--- config.mk ---
export PLATFORM = sky130hd
export DESIGN_NAME = smo_config_regs
export DESIGN_NICKNAME = d
export VERILOG_FILES = /design/src/verilog/smo_pkg.sv /design/src/verilog/smo_apb_slave.sv /design/src/verilog/smo_fuse_loader.sv /design/src/verilog/smo_config_regs.sv
export SDC_FILE = /design/constraint.sdc
export NUM_CORES = 1
export LEC_CHECK = 0
export BUFFER_PORTS_ARGS = -buffer_cell sky130_fd_sc_hd__buf_2
export CAP_MARGIN = 30
export CELL_PAD_IN_SITES_DETAIL_PLACEMENT = 0
export CELL_PAD_IN_SITES_GLOBAL_PLACEMENT = 1
export CORE_UTILIZATION = 39
export CTS_CLUSTER_DIAMETER = 40
export CTS_CLUSTER_SIZE = 20
export DETAILED_ROUTE_END_ITERATION = 8
export GPL_TIMING_DRIVEN = 0
export HOLD_SLACK_MARGIN = 0.1
export PLACE_DENSITY_LB_ADDON = 0.08
export SYNTH_ARGS = -nofsm -noshare
export SYNTH_HDL_FRONTEND = slang
export SYNTH_SLANG_ARGS = --single-unit
--- constraint.sdc ---
create_clock -name pclk -period 2.2 [get_ports pclk]
set_input_delay 0 -clock pclk [delete_from_list [all_inputs] [get_ports pclk]]
set_output_delay 0 -clock pclk [all_outputs]
set_load 0.05 [all_outputs]
--- src/verilog/smo_pkg.sv ---
package smo_pkg;
    // ******************************************
    // Register byte offsets
    // ******************************************
    localparam logic [11:0] SMO_OFS_THREE_V = 12'h034;
    localparam logic [11:0] SMO_OFS_FIVE_V = 12'h038;
    localparam logic [11:0] SMO_OFS_CORE_TRIM = 12'h03C;
    localparam logic [11:0] SMO_OFS_IO_REG = 12'h040;
    localparam logic [11:0] SMO_OFS_SYS_RC = 12'h044;
    localparam logic [11:0] SMO_OFS_DUAL_RC = 12'h048;
    localparam logic [11:0] SMO_OFS_SLOW_OSC = 12'h04C;
    localparam logic [11:0] SMO_OFS_UNLOCK = 12'h050;
    localparam logic [11:0] SMO_OFS_RESET_CAUSE = 12'h054;
    // ******************************************
    // Unlock word: key in 31:24, target offset in 11:0
    // ******************************************
    localparam logic [7:0] SMO_UNLOCK_KEY = 8'hAA;
    localparam int SMO_KEY_LSB = 24;
    // ******************************************
    // Field positions
    // ******************************************
    localparam int SMO_FREEZE_BIT = 31;
    localparam int SMO_FUSE_BIT = 16;
    localparam int SMO_SUP_CTRL_LSB = 8;
    localparam int SMO_HYSTERESIS_ON_BIT = 6;
    localparam int SMO_IO_SW_LSB = 1;
    localparam int SMO_RATE_BIT = 25;
    localparam int SMO_RC_ON_BIT = 24;
    localparam int SMO_START_LSB = 16;
    localparam int SMO_MODE_LSB = 8;
    // ******************************************
    // Writable masks (reserved bits read zero)
    // ******************************************
    localparam logic [31:0] SMO_MASK_THREE_V = 32'h8001037F;
    localparam logic [31:0] SMO_MASK_FIVE_V = 32'h8000017F;
    localparam logic [31:0] SMO_MASK_CORE_TRIM = 32'h80010007;
    localparam logic [31:0] SMO_MASK_IO_REG = 32'h80000006;
    localparam logic [31:0] SMO_MASK_SYS_RC = 32'h000103FF;
    localparam logic [31:0] SMO_MASK_DUAL_RC = 32'h030100FF;
    localparam logic [31:0] SMO_MASK_SLOW_OSC = 32'h00070301;
    localparam logic [31:0] SMO_RESET_VALUE = 32'h00000000;
    // ******************************************
    // Codes
    // ******************************************
    localparam logic [1:0] SMO_SUP_OFF = 2'h0;
    localparam logic [1:0] SMO_SUP_RESET = 2'h1;
    localparam logic [1:0] SMO_SUP_IRQ = 2'h2;
    localparam logic [1:0] SMO_IO_ON = 2'h0;
    localparam logic [1:0] SMO_IO_OFF = 2'h3;
    localparam logic [1:0] SMO_SLOW_RESERVED = 2'h3;
    localparam int SMO_NUM_REGS = 7;

    typedef enum logic [1:0] {
        SMO_RST_POWER_ON,
        SMO_RST_THREE_V,
        SMO_RST_OTHER
    } smo_rst_kind_t;

    typedef struct packed {
        logic [11:0] addr;
        logic write;
        logic [31:0] wdata;
        logic valid;
    } smo_req_t;

    typedef struct packed {
        logic [1:0] three_v_mode;
        logic three_v_hysteresis_on;
        logic [5:0] three_v_level;
        logic five_v_on;
        logic five_v_hysteresis_on;
        logic [5:0] five_v_level;
        logic [2:0] core_trim;
        logic io_reg_on;
        logic [9:0] sys_rc_trim;
        logic dual_rc_on;
        logic dual_rc_1mhz;
        logic [7:0] dual_rc_trim;
        logic slow_osc_on;
        logic [1:0] slow_osc_mode;
        logic [2:0] slow_osc_start;
    } smo_ctrl_t;

    typedef struct packed {
        logic [2:0] core_trim;
        logic [9:0] sys_rc_trim;
        logic [7:0] dual_rc_trim;
        logic [9:0] three_v_ctrl;
    } smo_fuse_t;

    // Startup wait in system RC cycles for each code
    function automatic logic [19:0] smo_startup_cycles(input logic [2:0] code);
        unique case (code)
            3'h0: return 20'h00000;
            3'h1: return 20'h00080;
            3'h2: return 20'h02000;
            3'h3: return 20'h04000;
            3'h4: return 20'h10000;
            3'h5: return 20'h20000;
            3'h6: return 20'h40000;
            3'h7: return 20'h80000;
        endcase
    endfunction
endpackage

--- src/verilog/smo_apb_slave.sv ---
`timescale 1ns/100ps
// Zero-wait APB front end; presents one-cycle request pulses at the access phase.
module smo_apb_slave
    import smo_pkg::*;
(
    input wire logic pclk,
    input wire logic presetn,
    input wire logic psel,
    input wire logic penable,
    input wire logic pwrite,
    input wire logic [11:0] paddr,
    input wire logic [31:0] pwdata,
    output smo_req_t req
);
    always_comb begin
        req.addr = paddr;
        req.write = pwrite;
        req.wdata = pwdata;
        req.valid = psel & penable;
    end
endmodule // smo_apb_slave

--- src/verilog/smo_fuse_loader.sv ---
`timescale 1ns/100ps
// ******************************************
// Decides on which reset each fuse-loaded field reloads
// ******************************************
module smo_fuse_loader
    import smo_pkg::*;
(
    input wire logic pclk,
    input wire logic presetn,
    input wire logic fuse_valid,
    input smo_rst_kind_t rst_kind,
    input wire logic three_v_done,
    input wire logic trim_done,
    output logic load_three_v,
    output logic load_trims
);
    typedef struct packed {
        logic pending;
    } smo_fl_state_t;
    smo_fl_state_t state_reg, state_next;

    always_comb begin
        state_next = state_reg;
        load_three_v = 1'b0;
        load_trims = 1'b0;
        if (state_reg.pending && fuse_valid) begin
            state_next.pending = 1'b0;
            // Skip only when already loaded and this was a supervisor reset
            load_three_v = !(three_v_done && rst_kind == SMO_RST_THREE_V);
            // Loaded trims reload on power-on reset only
            load_trims = !trim_done || rst_kind == SMO_RST_POWER_ON;
        end
    end

    always_ff @(posedge pclk or negedge presetn) begin
        if (!presetn) begin
            state_reg <= '{pending: 1'b1};
        end else begin
            state_reg <= state_next;
        end
    end
endmodule // smo_fuse_loader

--- src/verilog/smo_config_regs.sv ---
// Register access over APB was left to the implementer.
`timescale 1ns/100ps
// Overview of operation
// - Fuse load sets done flag; skipped after supervisor reset once set (presetn clears the flag here, so the load always runs).
// - 3.3V mode: 0 off, 1 reset, 2 interrupt only, 3 reserved.
// - 3.3V threshold field and hysteresis bit drive the supervisor.
// - Locked registers accept a write only after an unlock write.
// - Freeze bit 31 set makes the register read-only.
// - 5V supervisor enable at bit 8 of offset 0x38.
// - 5V threshold field and hysteresis bit drive the supervisor.
// - Fuse load sets done flag in core, system RC, dual RC trims.
// - Trim done flag 0 reloads after any reset, 1 only power-on (presetn clears the flag here, so every reset reloads).
// - Core trim drives the 1.8V regulator reference trim.
// - IO regulator on at code 0, off at 3; 1 and 2 reserved.
// - System RC trim is ten bits split 9:8 and 7:0.
// - Dual RC rate bit: 0 gives 8 MHz, 1 gives 1 MHz.
// - Dual RC enable bit and eight-bit trim in bits 7:0.
// - Slow oscillator register cleared only by power-on reset (presetn still zeroes its ctrl fields and slow_osc_wait until the next clock).
// - Slow oscillator enable bit stops or runs it.
// - Slow oscillator mode: external, crystal, crystal current, reserved.
// - Startup code selects 0 to 524288 system RC cycles.
module smo_config_regs
    import smo_pkg::*;
(
    input wire logic pclk,
    input wire logic presetn,
    input wire logic por_n,
    input wire logic psel,
    input wire logic penable,
    input wire logic pwrite,
    input wire logic [11:0] paddr,
    input wire logic [31:0] pwdata,
    output logic [31:0] prdata,
    output logic pready,
    output logic pslverr,
    input smo_rst_kind_t rst_kind,
    input wire logic fuse_valid,
    input smo_fuse_t fuse_data,
    output smo_ctrl_t ctrl,
    output logic three_v_reset_en,
    output logic three_v_irq_en,
    output logic [19:0] slow_osc_wait
);
    // ******************************************
    // State
    // ******************************************
    typedef struct packed {
        logic [31:0] three_v;
        logic [31:0] five_v;
        logic [31:0] core_trim;
        logic [31:0] io_reg;
        logic [31:0] sys_rc;
        logic [31:0] dual_rc;
        logic unlocked;
        logic [11:0] unlock_ofs;
        logic [31:0] rdata;
        logic slverr;
        smo_ctrl_t ctrl;
        logic rst_en;
        logic irq_en;
        logic [19:0] wait_cycles;
    } smo_state_t;
    smo_state_t state_reg, state_next;
    // Kept apart because it lives on the power-on reset only
    logic [31:0] slow_osc_reg, slow_osc_next;

    smo_req_t req;
    logic load_three_v, load_trims;

    smo_apb_slave u_apb (
        .pclk(pclk),
        .presetn(presetn),
        .psel(psel),
        .penable(penable),
        .pwrite(pwrite),
        .paddr(paddr),
        .pwdata(pwdata),
        .req(req)
    );

    smo_fuse_loader u_fuse (
        .pclk(pclk),
        .presetn(presetn),
        .fuse_valid(fuse_valid),
        .rst_kind(rst_kind),
        .three_v_done(state_reg.three_v[SMO_FUSE_BIT]),
        .trim_done(state_reg.core_trim[SMO_FUSE_BIT]),
        .load_three_v(load_three_v),
        .load_trims(load_trims)
    );

    // Locked writes need the unlock key aimed at this offset; freeze bit blocks all.
    function automatic logic smo_may_write(input logic [31:0] cur, input logic locked,
                                           input logic unl, input logic [11:0] unl_ofs,
                                           input logic [11:0] ofs);
        logic ok;
        ok = !cur[SMO_FREEZE_BIT];
        if (locked) begin
            ok = ok && unl && unl_ofs == ofs;
        end
        return ok;
    endfunction

    // Merge written data under a writable mask; done flag is hardware-owned.
    function automatic logic [31:0] smo_merge(input logic [31:0] wdata,
                                              input logic [31:0] cur,
                                              input logic [31:0] mask);
        logic [31:0] fuse_bit;
        fuse_bit = 32'h00000001 << SMO_FUSE_BIT;
        return (wdata & mask & ~fuse_bit) | (cur & fuse_bit);
    endfunction

    // ******************************************
    // Next state
    // ******************************************
    always_comb begin
        logic wr, rd;
        wr = 1'b0;
        rd = 1'b0;
        state_next = state_reg;
        slow_osc_next = slow_osc_reg;
        state_next.slverr = 1'b0;
        // Answer is registered in the setup phase so it stands at the access edge
        wr = req.valid && req.write;
        rd = psel && !penable;
        if (wr) begin
            unique case (req.addr)
                SMO_OFS_THREE_V: if (smo_may_write(state_reg.three_v, 1'b1, state_reg.unlocked,
                        state_reg.unlock_ofs, SMO_OFS_THREE_V)) begin
                    state_next.three_v = smo_merge(req.wdata, state_reg.three_v,
                                                   SMO_MASK_THREE_V);
                end
                SMO_OFS_FIVE_V: if (smo_may_write(state_reg.five_v, 1'b1, state_reg.unlocked,
                        state_reg.unlock_ofs, SMO_OFS_FIVE_V)) begin
                    state_next.five_v = smo_merge(req.wdata, state_reg.five_v, SMO_MASK_FIVE_V);
                end
                SMO_OFS_CORE_TRIM: if (smo_may_write(state_reg.core_trim, 1'b0, 1'b0, 12'h000,
                        SMO_OFS_CORE_TRIM)) begin
                    state_next.core_trim = smo_merge(req.wdata, state_reg.core_trim,
                                                     SMO_MASK_CORE_TRIM);
                end
                SMO_OFS_IO_REG: if (smo_may_write(state_reg.io_reg, 1'b0, 1'b0, 12'h000,
                        SMO_OFS_IO_REG)) begin
                    state_next.io_reg = smo_merge(req.wdata, state_reg.io_reg, SMO_MASK_IO_REG);
                end
                SMO_OFS_SYS_RC: begin
                    state_next.sys_rc = smo_merge(req.wdata, state_reg.sys_rc, SMO_MASK_SYS_RC);
                end
                SMO_OFS_DUAL_RC: begin
                    state_next.dual_rc = smo_merge(req.wdata, state_reg.dual_rc,
                                                   SMO_MASK_DUAL_RC);
                end
                SMO_OFS_SLOW_OSC: begin
                    slow_osc_next = req.wdata & SMO_MASK_SLOW_OSC;
                end
                SMO_OFS_UNLOCK: begin
                    state_next.unlocked = req.wdata[31:SMO_KEY_LSB] == SMO_UNLOCK_KEY;
                    state_next.unlock_ofs = req.wdata[11:0];
                end
                // Unmapped writes are already flagged in their setup phase
                default: begin
                end
            endcase
            // Any write other than the unlock itself consumes the unlock
            if (req.addr != SMO_OFS_UNLOCK) begin
                state_next.unlocked = 1'b0;
            end
        end
        if (rd) begin
            unique case (req.addr)
                SMO_OFS_THREE_V: state_next.rdata = state_reg.three_v;
                SMO_OFS_FIVE_V: state_next.rdata = state_reg.five_v;
                SMO_OFS_CORE_TRIM: state_next.rdata = state_reg.core_trim;
                SMO_OFS_IO_REG: state_next.rdata = state_reg.io_reg;
                SMO_OFS_SYS_RC: state_next.rdata = state_reg.sys_rc;
                SMO_OFS_DUAL_RC: state_next.rdata = state_reg.dual_rc;
                SMO_OFS_SLOW_OSC: state_next.rdata = slow_osc_reg;
                SMO_OFS_UNLOCK: state_next.rdata = {31'h00000000, state_reg.unlocked};
                SMO_OFS_RESET_CAUSE: state_next.rdata = {30'h00000000, rst_kind};
                default: begin
                    state_next.rdata = SMO_RESET_VALUE;
                    state_next.slverr = 1'b1;
                end
            endcase
        end
        // ******************************************
        // Fuse loads (hardware set wins over software)
        // ******************************************
        if (load_three_v) begin
            state_next.three_v[9:0] = fuse_data.three_v_ctrl & SMO_MASK_THREE_V[9:0];
            state_next.three_v[SMO_FUSE_BIT] = 1'b1;
        end
        if (load_trims) begin
            state_next.core_trim[2:0] = fuse_data.core_trim;
            state_next.sys_rc[9:0] = fuse_data.sys_rc_trim;
            state_next.dual_rc[7:0] = fuse_data.dual_rc_trim;
            state_next.core_trim[SMO_FUSE_BIT] = 1'b1;
            state_next.sys_rc[SMO_FUSE_BIT] = 1'b1;
            state_next.dual_rc[SMO_FUSE_BIT] = 1'b1;
        end
        // ******************************************
        // Decoded controls toward the analog blocks
        // ******************************************
        state_next.ctrl.three_v_mode = state_next.three_v[9:8];
        state_next.ctrl.three_v_hysteresis_on = state_next.three_v[SMO_HYSTERESIS_ON_BIT];
        state_next.ctrl.three_v_level = state_next.three_v[5:0];
        state_next.rst_en = state_next.three_v[9:8] == SMO_SUP_RESET;
        state_next.irq_en = state_next.three_v[9:8] == SMO_SUP_IRQ;
        state_next.ctrl.five_v_on = state_next.five_v[SMO_SUP_CTRL_LSB];
        state_next.ctrl.five_v_hysteresis_on = state_next.five_v[SMO_HYSTERESIS_ON_BIT];
        state_next.ctrl.five_v_level = state_next.five_v[5:0];
        state_next.ctrl.core_trim = state_next.core_trim[2:0];
        // Reserved codes keep the regulator on, the safe choice
        state_next.ctrl.io_reg_on = state_next.io_reg[2:1] != SMO_IO_OFF;
        state_next.ctrl.sys_rc_trim = state_next.sys_rc[9:0];
        state_next.ctrl.dual_rc_on = state_next.dual_rc[SMO_RC_ON_BIT];
        state_next.ctrl.dual_rc_1mhz = state_next.dual_rc[SMO_RATE_BIT];
        state_next.ctrl.dual_rc_trim = state_next.dual_rc[7:0];
        state_next.ctrl.slow_osc_on = slow_osc_next[0];
        state_next.ctrl.slow_osc_mode = slow_osc_next[9:8];
        state_next.ctrl.slow_osc_start = slow_osc_next[18:16];
        state_next.wait_cycles = smo_startup_cycles(slow_osc_next[18:16]);
    end

    always_ff @(posedge pclk or negedge presetn) begin
        if (!presetn) begin
            state_reg <= '0;
            state_reg.ctrl.io_reg_on <= 1'b1;
        end else begin
            state_reg <= state_next;
        end
    end

    // Power-on reset only; system resets leave it alone
    always_ff @(posedge pclk or negedge por_n) begin
        if (!por_n) begin
            slow_osc_reg <= SMO_RESET_VALUE;
        end else begin
            slow_osc_reg <= slow_osc_next;
        end
    end

    always_comb begin
        prdata = state_reg.rdata;
        pslverr = state_reg.slverr;
        pready = 1'b1;
        ctrl = state_reg.ctrl;
        three_v_reset_en = state_reg.rst_en;
        three_v_irq_en = state_reg.irq_en;
        slow_osc_wait = state_reg.wait_cycles;
    end

    // ******************************************
    // Checks
    // ******************************************
    a_freeze_holds: assert property (@(posedge pclk) disable iff (!presetn)
        state_reg.core_trim[SMO_FREEZE_BIT] |=> $stable(state_reg.core_trim))
        else $error("frozen register changed");
    a_lock_blocks_write: assert property (@(posedge pclk) disable iff (!presetn)
        req.valid && req.write && req.addr == SMO_OFS_FIVE_V && !state_reg.unlocked
        |=> $stable(state_reg.five_v))
        else $error("locked write took effect");
    a_fuse_sets_done: assert property (@(posedge pclk) disable iff (!presetn)
        load_trims |=> state_reg.sys_rc[SMO_FUSE_BIT] && state_reg.dual_rc[SMO_FUSE_BIT])
        else $error("trim done flag not set");
    a_three_v_done: assert property (@(posedge pclk) disable iff (!presetn)
        load_three_v |=> state_reg.three_v[SMO_FUSE_BIT])
        else $error("supervisor done flag not set");
    a_reset_mode: assert property (@(posedge pclk) disable iff (!presetn)
        three_v_reset_en == (state_reg.three_v[9:8] == SMO_SUP_RESET))
        else $error("reset enable mismatch");
    a_io_reg_off: assert property (@(posedge pclk) disable iff (!presetn)
        ctrl.io_reg_on == (state_reg.io_reg[2:1] != SMO_IO_OFF))
        else $error("regulator switch mismatch");
    a_reserved_zero: assert property (@(posedge pclk) disable iff (!presetn)
        (slow_osc_reg & ~SMO_MASK_SLOW_OSC) == 32'h00000000)
        else $error("reserved bit set");
    a_rate_select: assert property (@(posedge pclk) disable iff (!presetn)
        ctrl.dual_rc_1mhz == state_reg.dual_rc[SMO_RATE_BIT])
        else $error("rate select mismatch");
endmodule // smo_config_regs

# --- Word level (Yosys, flattened, before mapping) ---
# Memories as Yosys holds them, arrays and structs flattened. A register that Yosys moved wholly into a read port is not among the register bits.
# Index checks and enable logic that the tools add are counted.
totals:
  regBits: 301
  mem_bits_ro: 56
  out_inout_bits: 103
  elab_cells: 139
  n_memories: 1
classes:
  eq_ne: 18
  mux: 32
  bitwise_logic: 9
  n_reduce_logical: 39
memory_table:
  columns: ["name", "words", "width", "rd", "rd_clocked_by_memory_dff", "write_ports", "line", "text"]
  rows:
  - ["(name not given)", 8, 7, 1, 1, 0, "smo_pkg.sv:93", "unique case (code)"]
ops:
  columns: ["cell", "n"]
  rows:
  - ["one-hot mux 32 bit (9 select lines)", 1]
  - ["two-way mux 32 bit", 8]
  - ["two-way mux 190 bit", 1]
  - ["OR 32 x 17 -> 32 bit", 4]
  - ["equality test 12 x 7 -> 1 bit, second input constant", 6]
  - ["equality test 12 x 6 -> 1 bit, second input constant", 5]
  - ["two-way mux 19 bit", 2]
  - ["two-way mux 17 bit", 2]
  - ["OR 26 x 17 -> 26 bit", 1]
  - ["two-way mux 10 bit", 2]
  - ["AND reduction 3 bit", 6]
  - ["OR 10 x 17 -> 17 bit", 1]
  - ["AND reduction 2 bit", 8]
  - ["nonzero test 2 bit", 8]
  - ["two-way mux 1 bit", 13]
  - ["two-way mux 13 bit", 1]
  - ["inequality test 12 x 7 -> 1 bit, second input constant", 1]
  - ["OR reduction 9 bit", 1]
  - ["equality test 8 bit, second input constant", 1]
  - ["logical AND 1 bit", 8]
  - ["two-way mux 8 bit", 1]
  - ["logical NOT 1 bit", 6]
  - ["equality test 2 x 1 -> 1 bit, second input constant", 2]
  - ["two-way mux 3 bit", 1]
  - ["other kinds (7)", 8]

# --- Depth between registers and ports, before layout ---
depth:
  ltp_word: 10
  depth_mapped: 7

# --- Cells and area by module ---
# A second synthesis with hierarchy kept.
unflattened:
  hier_cells: 571
  hier_area_um2: 5858.1
by_module_without_submodules:
  columns: ["module", "instances", "cells_per_inst", "area_per_inst_um2"]
  rows:
  - ["smo_config_regs", 1, 518, 5456.5]
  - ["smo_apb_slave", 1, 46, 344.1]
  - ["smo_fuse_loader", 1, 7, 57.6]

# --- Least setup slack after synthesis ---
# Ideal clock, no wire load.
synth_path:
  path_type: "reg-to-reg"
  start: "reg state_reg[103] (netlist name)"
  end: "reg, netlist name ctrl[30]"
  setup_time_ns: 0.125
  arrival_time_ns: 1.645
  path_slack_ns: 0.430
  path_stages_with_launch: 6
  period_less_slack_ns: 1.770
  path_cell_list: "dfrtp_1 > nor4b_1 > and4_1 > nand4b_1 > nor2_4 > mux2_2"
synth_between:
  elab_chain_len: 7
synth_rtl:
  columns: ["item", "line", "text"]
  rows:
  - ["from (decl)", "smo_config_regs.sv:63", "smo_state_t state_reg, state_next;"]
  - ["from (signal assigned)", "smo_config_regs.sv:230", "state_reg <= state_next;"]
  - ["equality test 12 x 6 -> 1 bit", "smo_config_regs.sv:99", "ok = ok && unl && unl_ofs == ofs;"]
  - ["logical AND 1 bit", "smo_config_regs.sv:99", null]
  - ["two-way mux 1 bit", "smo_config_regs.sv:127", "unique case (req.addr)"]
  - ["two-way mux 1 bit", "smo_config_regs.sv:126", "if (wr) begin"]
  - ["two-way mux 32 bit", "smo_config_regs.sv:133", "SMO_OFS_FIVE_V: if (smo_may_write(state_reg.five_v, 1'b1, state_reg.unlocked,"]
  - ["two-way mux 32 bit", "smo_config_regs.sv:127", null]
  - ["two-way mux 190 bit", "smo_config_regs.sv:126", null]
# No other way between the ends. The select of a mux whose other input is x is not followed.
# A chain may end at the register's enable or synchronous reset.

# --- Final worst setup path ---
layout_path:
  start: "in pwrite"
  end: "reg state_reg[213] (netlist name)"
layout_between:
  elab_chain_len: 3
layout_rtl:
  columns: ["item", "line", "text"]
  rows:
  - ["from (decl)", "smo_config_regs.sv:30", "input wire logic pwrite,"]
  - ["logical AND 1 bit", "smo_config_regs.sv:124", "wr = req.valid && req.write;"]
  - ["nonzero test 2 bit (no line)", null, null]
  - ["AND reduction 3 bit (no line)", null, null]
# No other way between the ends.

==> impl_metrics.tcl <==
set metrics [dict create \
    status "completed" \
    gp_congestion 0.823 \
    via_count 4634 \
    dp_hpwl_mm 11.7 \
    crit_required_ns 2.43 \
    hold_path.class "in2reg" \
    multi_input_area_sq_mm 0.00223 \
    crit_fanout 6 \
    dpl-instance-area_sq_mm 0.00666 \
    async_flop_share 1.00 \
    grt_pass1_wl_mm 24.2 \
    antenna_found_initial 0 \
    cap_viol_max_count 0 \
    die_width_um 122 \
    core_sq_mm 0.0139 \
    fin_crit_ns 2.14 \
    drcViolationCount 0 \
    synth_top_area_frac 0.454 \
    viasPerCell 4.77 \
    initial_utilization 0.400 \
    setup_violations 0 \
    r2r_end "ctrl[34]" \
    worst-r2r-cell-count 6 \
    avgSynthCellArea_sq_um 10.6 \
    grt_max_degree 55 \
    synth-seq-cells 103 \
    p_leak_nw 4.22 \
    worst_setup_path_end_kind "flop" \
    cts_root_buffer "clkbuf_16" \
    clock_latency_ns 0.35 \
    grt_pass1_vias 4422 \
    yosysTopAreaCell "dfrtp_1" \
    largest_reg_flops 45 \
    area.sequential_sq_mm 0.00258 \
    min_from "paddr[2]" \
    ys_seq_area_frac 0.463 \
    nets 871 \
    postRouteAntennaNets 0 \
    n_fill_cell 1293 \
    ioPinCount 187 \
    hold_violations 0 \
    worstSetupPathType "in2reg" \
    startpoint_type "input pin" \
    min_to "state_reg[242]" \
    wirelength_mm 15.7 \
    rrSetupSlack_ns 0.12 \
    dpl_worst_slack_ns 0.0780 \
    finalClockSkew_ns 0.00698 \
    r2r-start "state_reg[114]" \
    tightest_slew_ns 0.641 \
    max_slew_margin 0.572 \
    ys.flop_type "dfrtp_1" \
    drtIter0Drc 182 \
    yosys_warnings 0 \
    rows 43 \
    syn_area_sq_mm 0.00557 \
    cts-htree-levels 3 \
    drive_above_1_share 0.423 \
    final_core_util 0.556 \
    cts_tree "done" \
    num_antenna_cells 0 \
    area_growth_pct 39.1 \
    fin_crit_sh 0.974 \
    detail_route.wl_per_cell_um 16.2 \
    setup_ws_ns 0.0578 \
    maxSlewViolCount 0 \
    min_path_cells 3 \
    cp.arrival_ns 2.37 \
    synthTopCellsByArea "dfrtp_1 (45%), buf_4 (14%), mux2i_1 (6.8%), mux2_2 (5.7%), nor2_1 (3.1%)" \
    stdcell_area_sq_mm 0.00775 \
    synth_edf_count 0 \
    cts_sinks 103 \
    syn_inst 525 \
    clkTransAtPathRegs_ns 0.07 \
    power_density_mw_per_mm2 506 \
    grt-ovfl-total 0 \
    clock_path_buffers 2 \
    ys_types 53 \
    dr.pass1.iters 4 \
    max-vdd-ir-drop_mv 0.459 \
    dieHeight_um 122 \
    cts_inserted_buffers 9 \
    die_area_sq_mm 0.0148 \
    max_freq_ghz 0.467 \
    port_buffers 145 \
    gr-usage-all-layers 0.219 \
]
==> synthesized netlist by cell type, types with 3 or more instances <==
library cell	n
buf_4	101
dfrtp_1	101
nor2_1	46
mux2i_1	38
a21oi_1	31
nand2_1	30
mux2_2	28
o21ai_0	14
a22oi_1	11
clkbuf_1	11
nor3_1	11
nor2b_1	10
mux2_4	9
a221oi_1	5
buf_2	5
nand3_1	5
nand4_1	5
and3_1	4
nand2b_1	4
o31ai_1	4
a31oi_1	3
inv_1	3
nor4b_1	3
==> worst max-delay path: stages <==
cell and delay, ns:
dlygate4sd3_1 0.52, buf_2 0.10, and3_2 0.27, nand2_1 0.12
nor4_4 0.26, buf_4 0.18, mux2i_1 0.22, a21oi_1 0.10
dlygate4sd3_1 0.59
==> power breakdown <==
part           internal (mW)  total [mW]  switching, mW
Combinational          0.181       0.460          0.279
Clock                  0.815        1.57          0.756
Sequential              1.89        1.89        0.00109
==> layout make-up <==
class                   instances  share of cell area
flip-flops and latches        103               0.333
multi-input cells             326               0.288
repair buffers                223               0.199
plain buffers                 120               0.112
clock buffers                  10              0.0308
well taps                     180              0.0291
clock inverters                 6             0.00678
inverters                       4             0.00194
==> cells by family after synthesis <==
family	count (synthesis)	share of synthesized area
flip-flops	103	0.463
AND/OR/NAND/NOR	140	0.138
AO/OA/AOI/OAI	81	0.0905
multiplexers	75	0.149
buffers and inverters	124	0.158
other	2	0.00135
==> how the worst max path moves through the flow <==
stage | from | endpoint | slack, ns | cells past startpoint
final | pwrite | state_reg[213] | 0.06 | 9
after CTS | state_reg[103] | ctrl[34] | 0.02 | 5
after global routing | pwrite | state_reg[213] | -0.003 | 9
after floorplan | state_reg[103] | ctrl[30] | 0.43 | 5
after global placement | state_reg[103] | ctrl[38] | 0.09 | 5
after detailed placement | state_reg[103] | ctrl[42] | 0.08 | 5
==> timing repair <==
action | in CTS | in global routing
setup endpoints to repair | 6 | 27
hold buffers | 72 | 0
buffers inserted | 1 | 4
resized for setup | 0 | 9
pin swaps | 1 | 2
endpoints found under the hold margin | 133 | 0
==> layout by cell type, fill, tap and decap left out, drive strengths merged, types with 4 or more instances in the layout <==
cell type and instances:
inv 6, nor2 48, conb 30, a22oi 11, nand2b 4, mux2i 38
o21ai 14, dlygate4sd3 72, o31ai 4, nor3 12, nor4b 5, mux2 37
nor2b 10, nand4 5, buf 260, nand2 31, clkbuf 21, dfrtp 101
a221oi 5, nand3 5, a21oi 31, and3 4
==> routing by layer <==
| layer | global-route usage | vias to the layer above | share of wire | wire length [um] |
|---|---|---|---|---|
| met3 | 0.0320 | 18 | 0.061 | 958 |
| met2 | 0.350 | 173 | 0.47 | 7380 |
| met4 | 0.0710 | 0 | 0.022 | 345 |
| li1 | - | 2230 | - | - |
| met5 | 0 | - | 0 | 0 |
| met1 | 0.305 | 2213 | 0.45 | 7020 |
==> through the flow <==
step           setup TNS (ns)  power (mW)  instances  hold slack (ns)
2_1_floorplan               0        2.15        553           -0.296
3_3_place_gp                0        2.31        878           -0.167
3_5_place_dp                0        2.32        879           -0.163
4_1_cts                     0        3.96        968            0.107
5_1_grt              -0.00289        4.07        972            0.158
6_report                    0        3.93        972            0.104
Power figures use the tool's default switching activity.
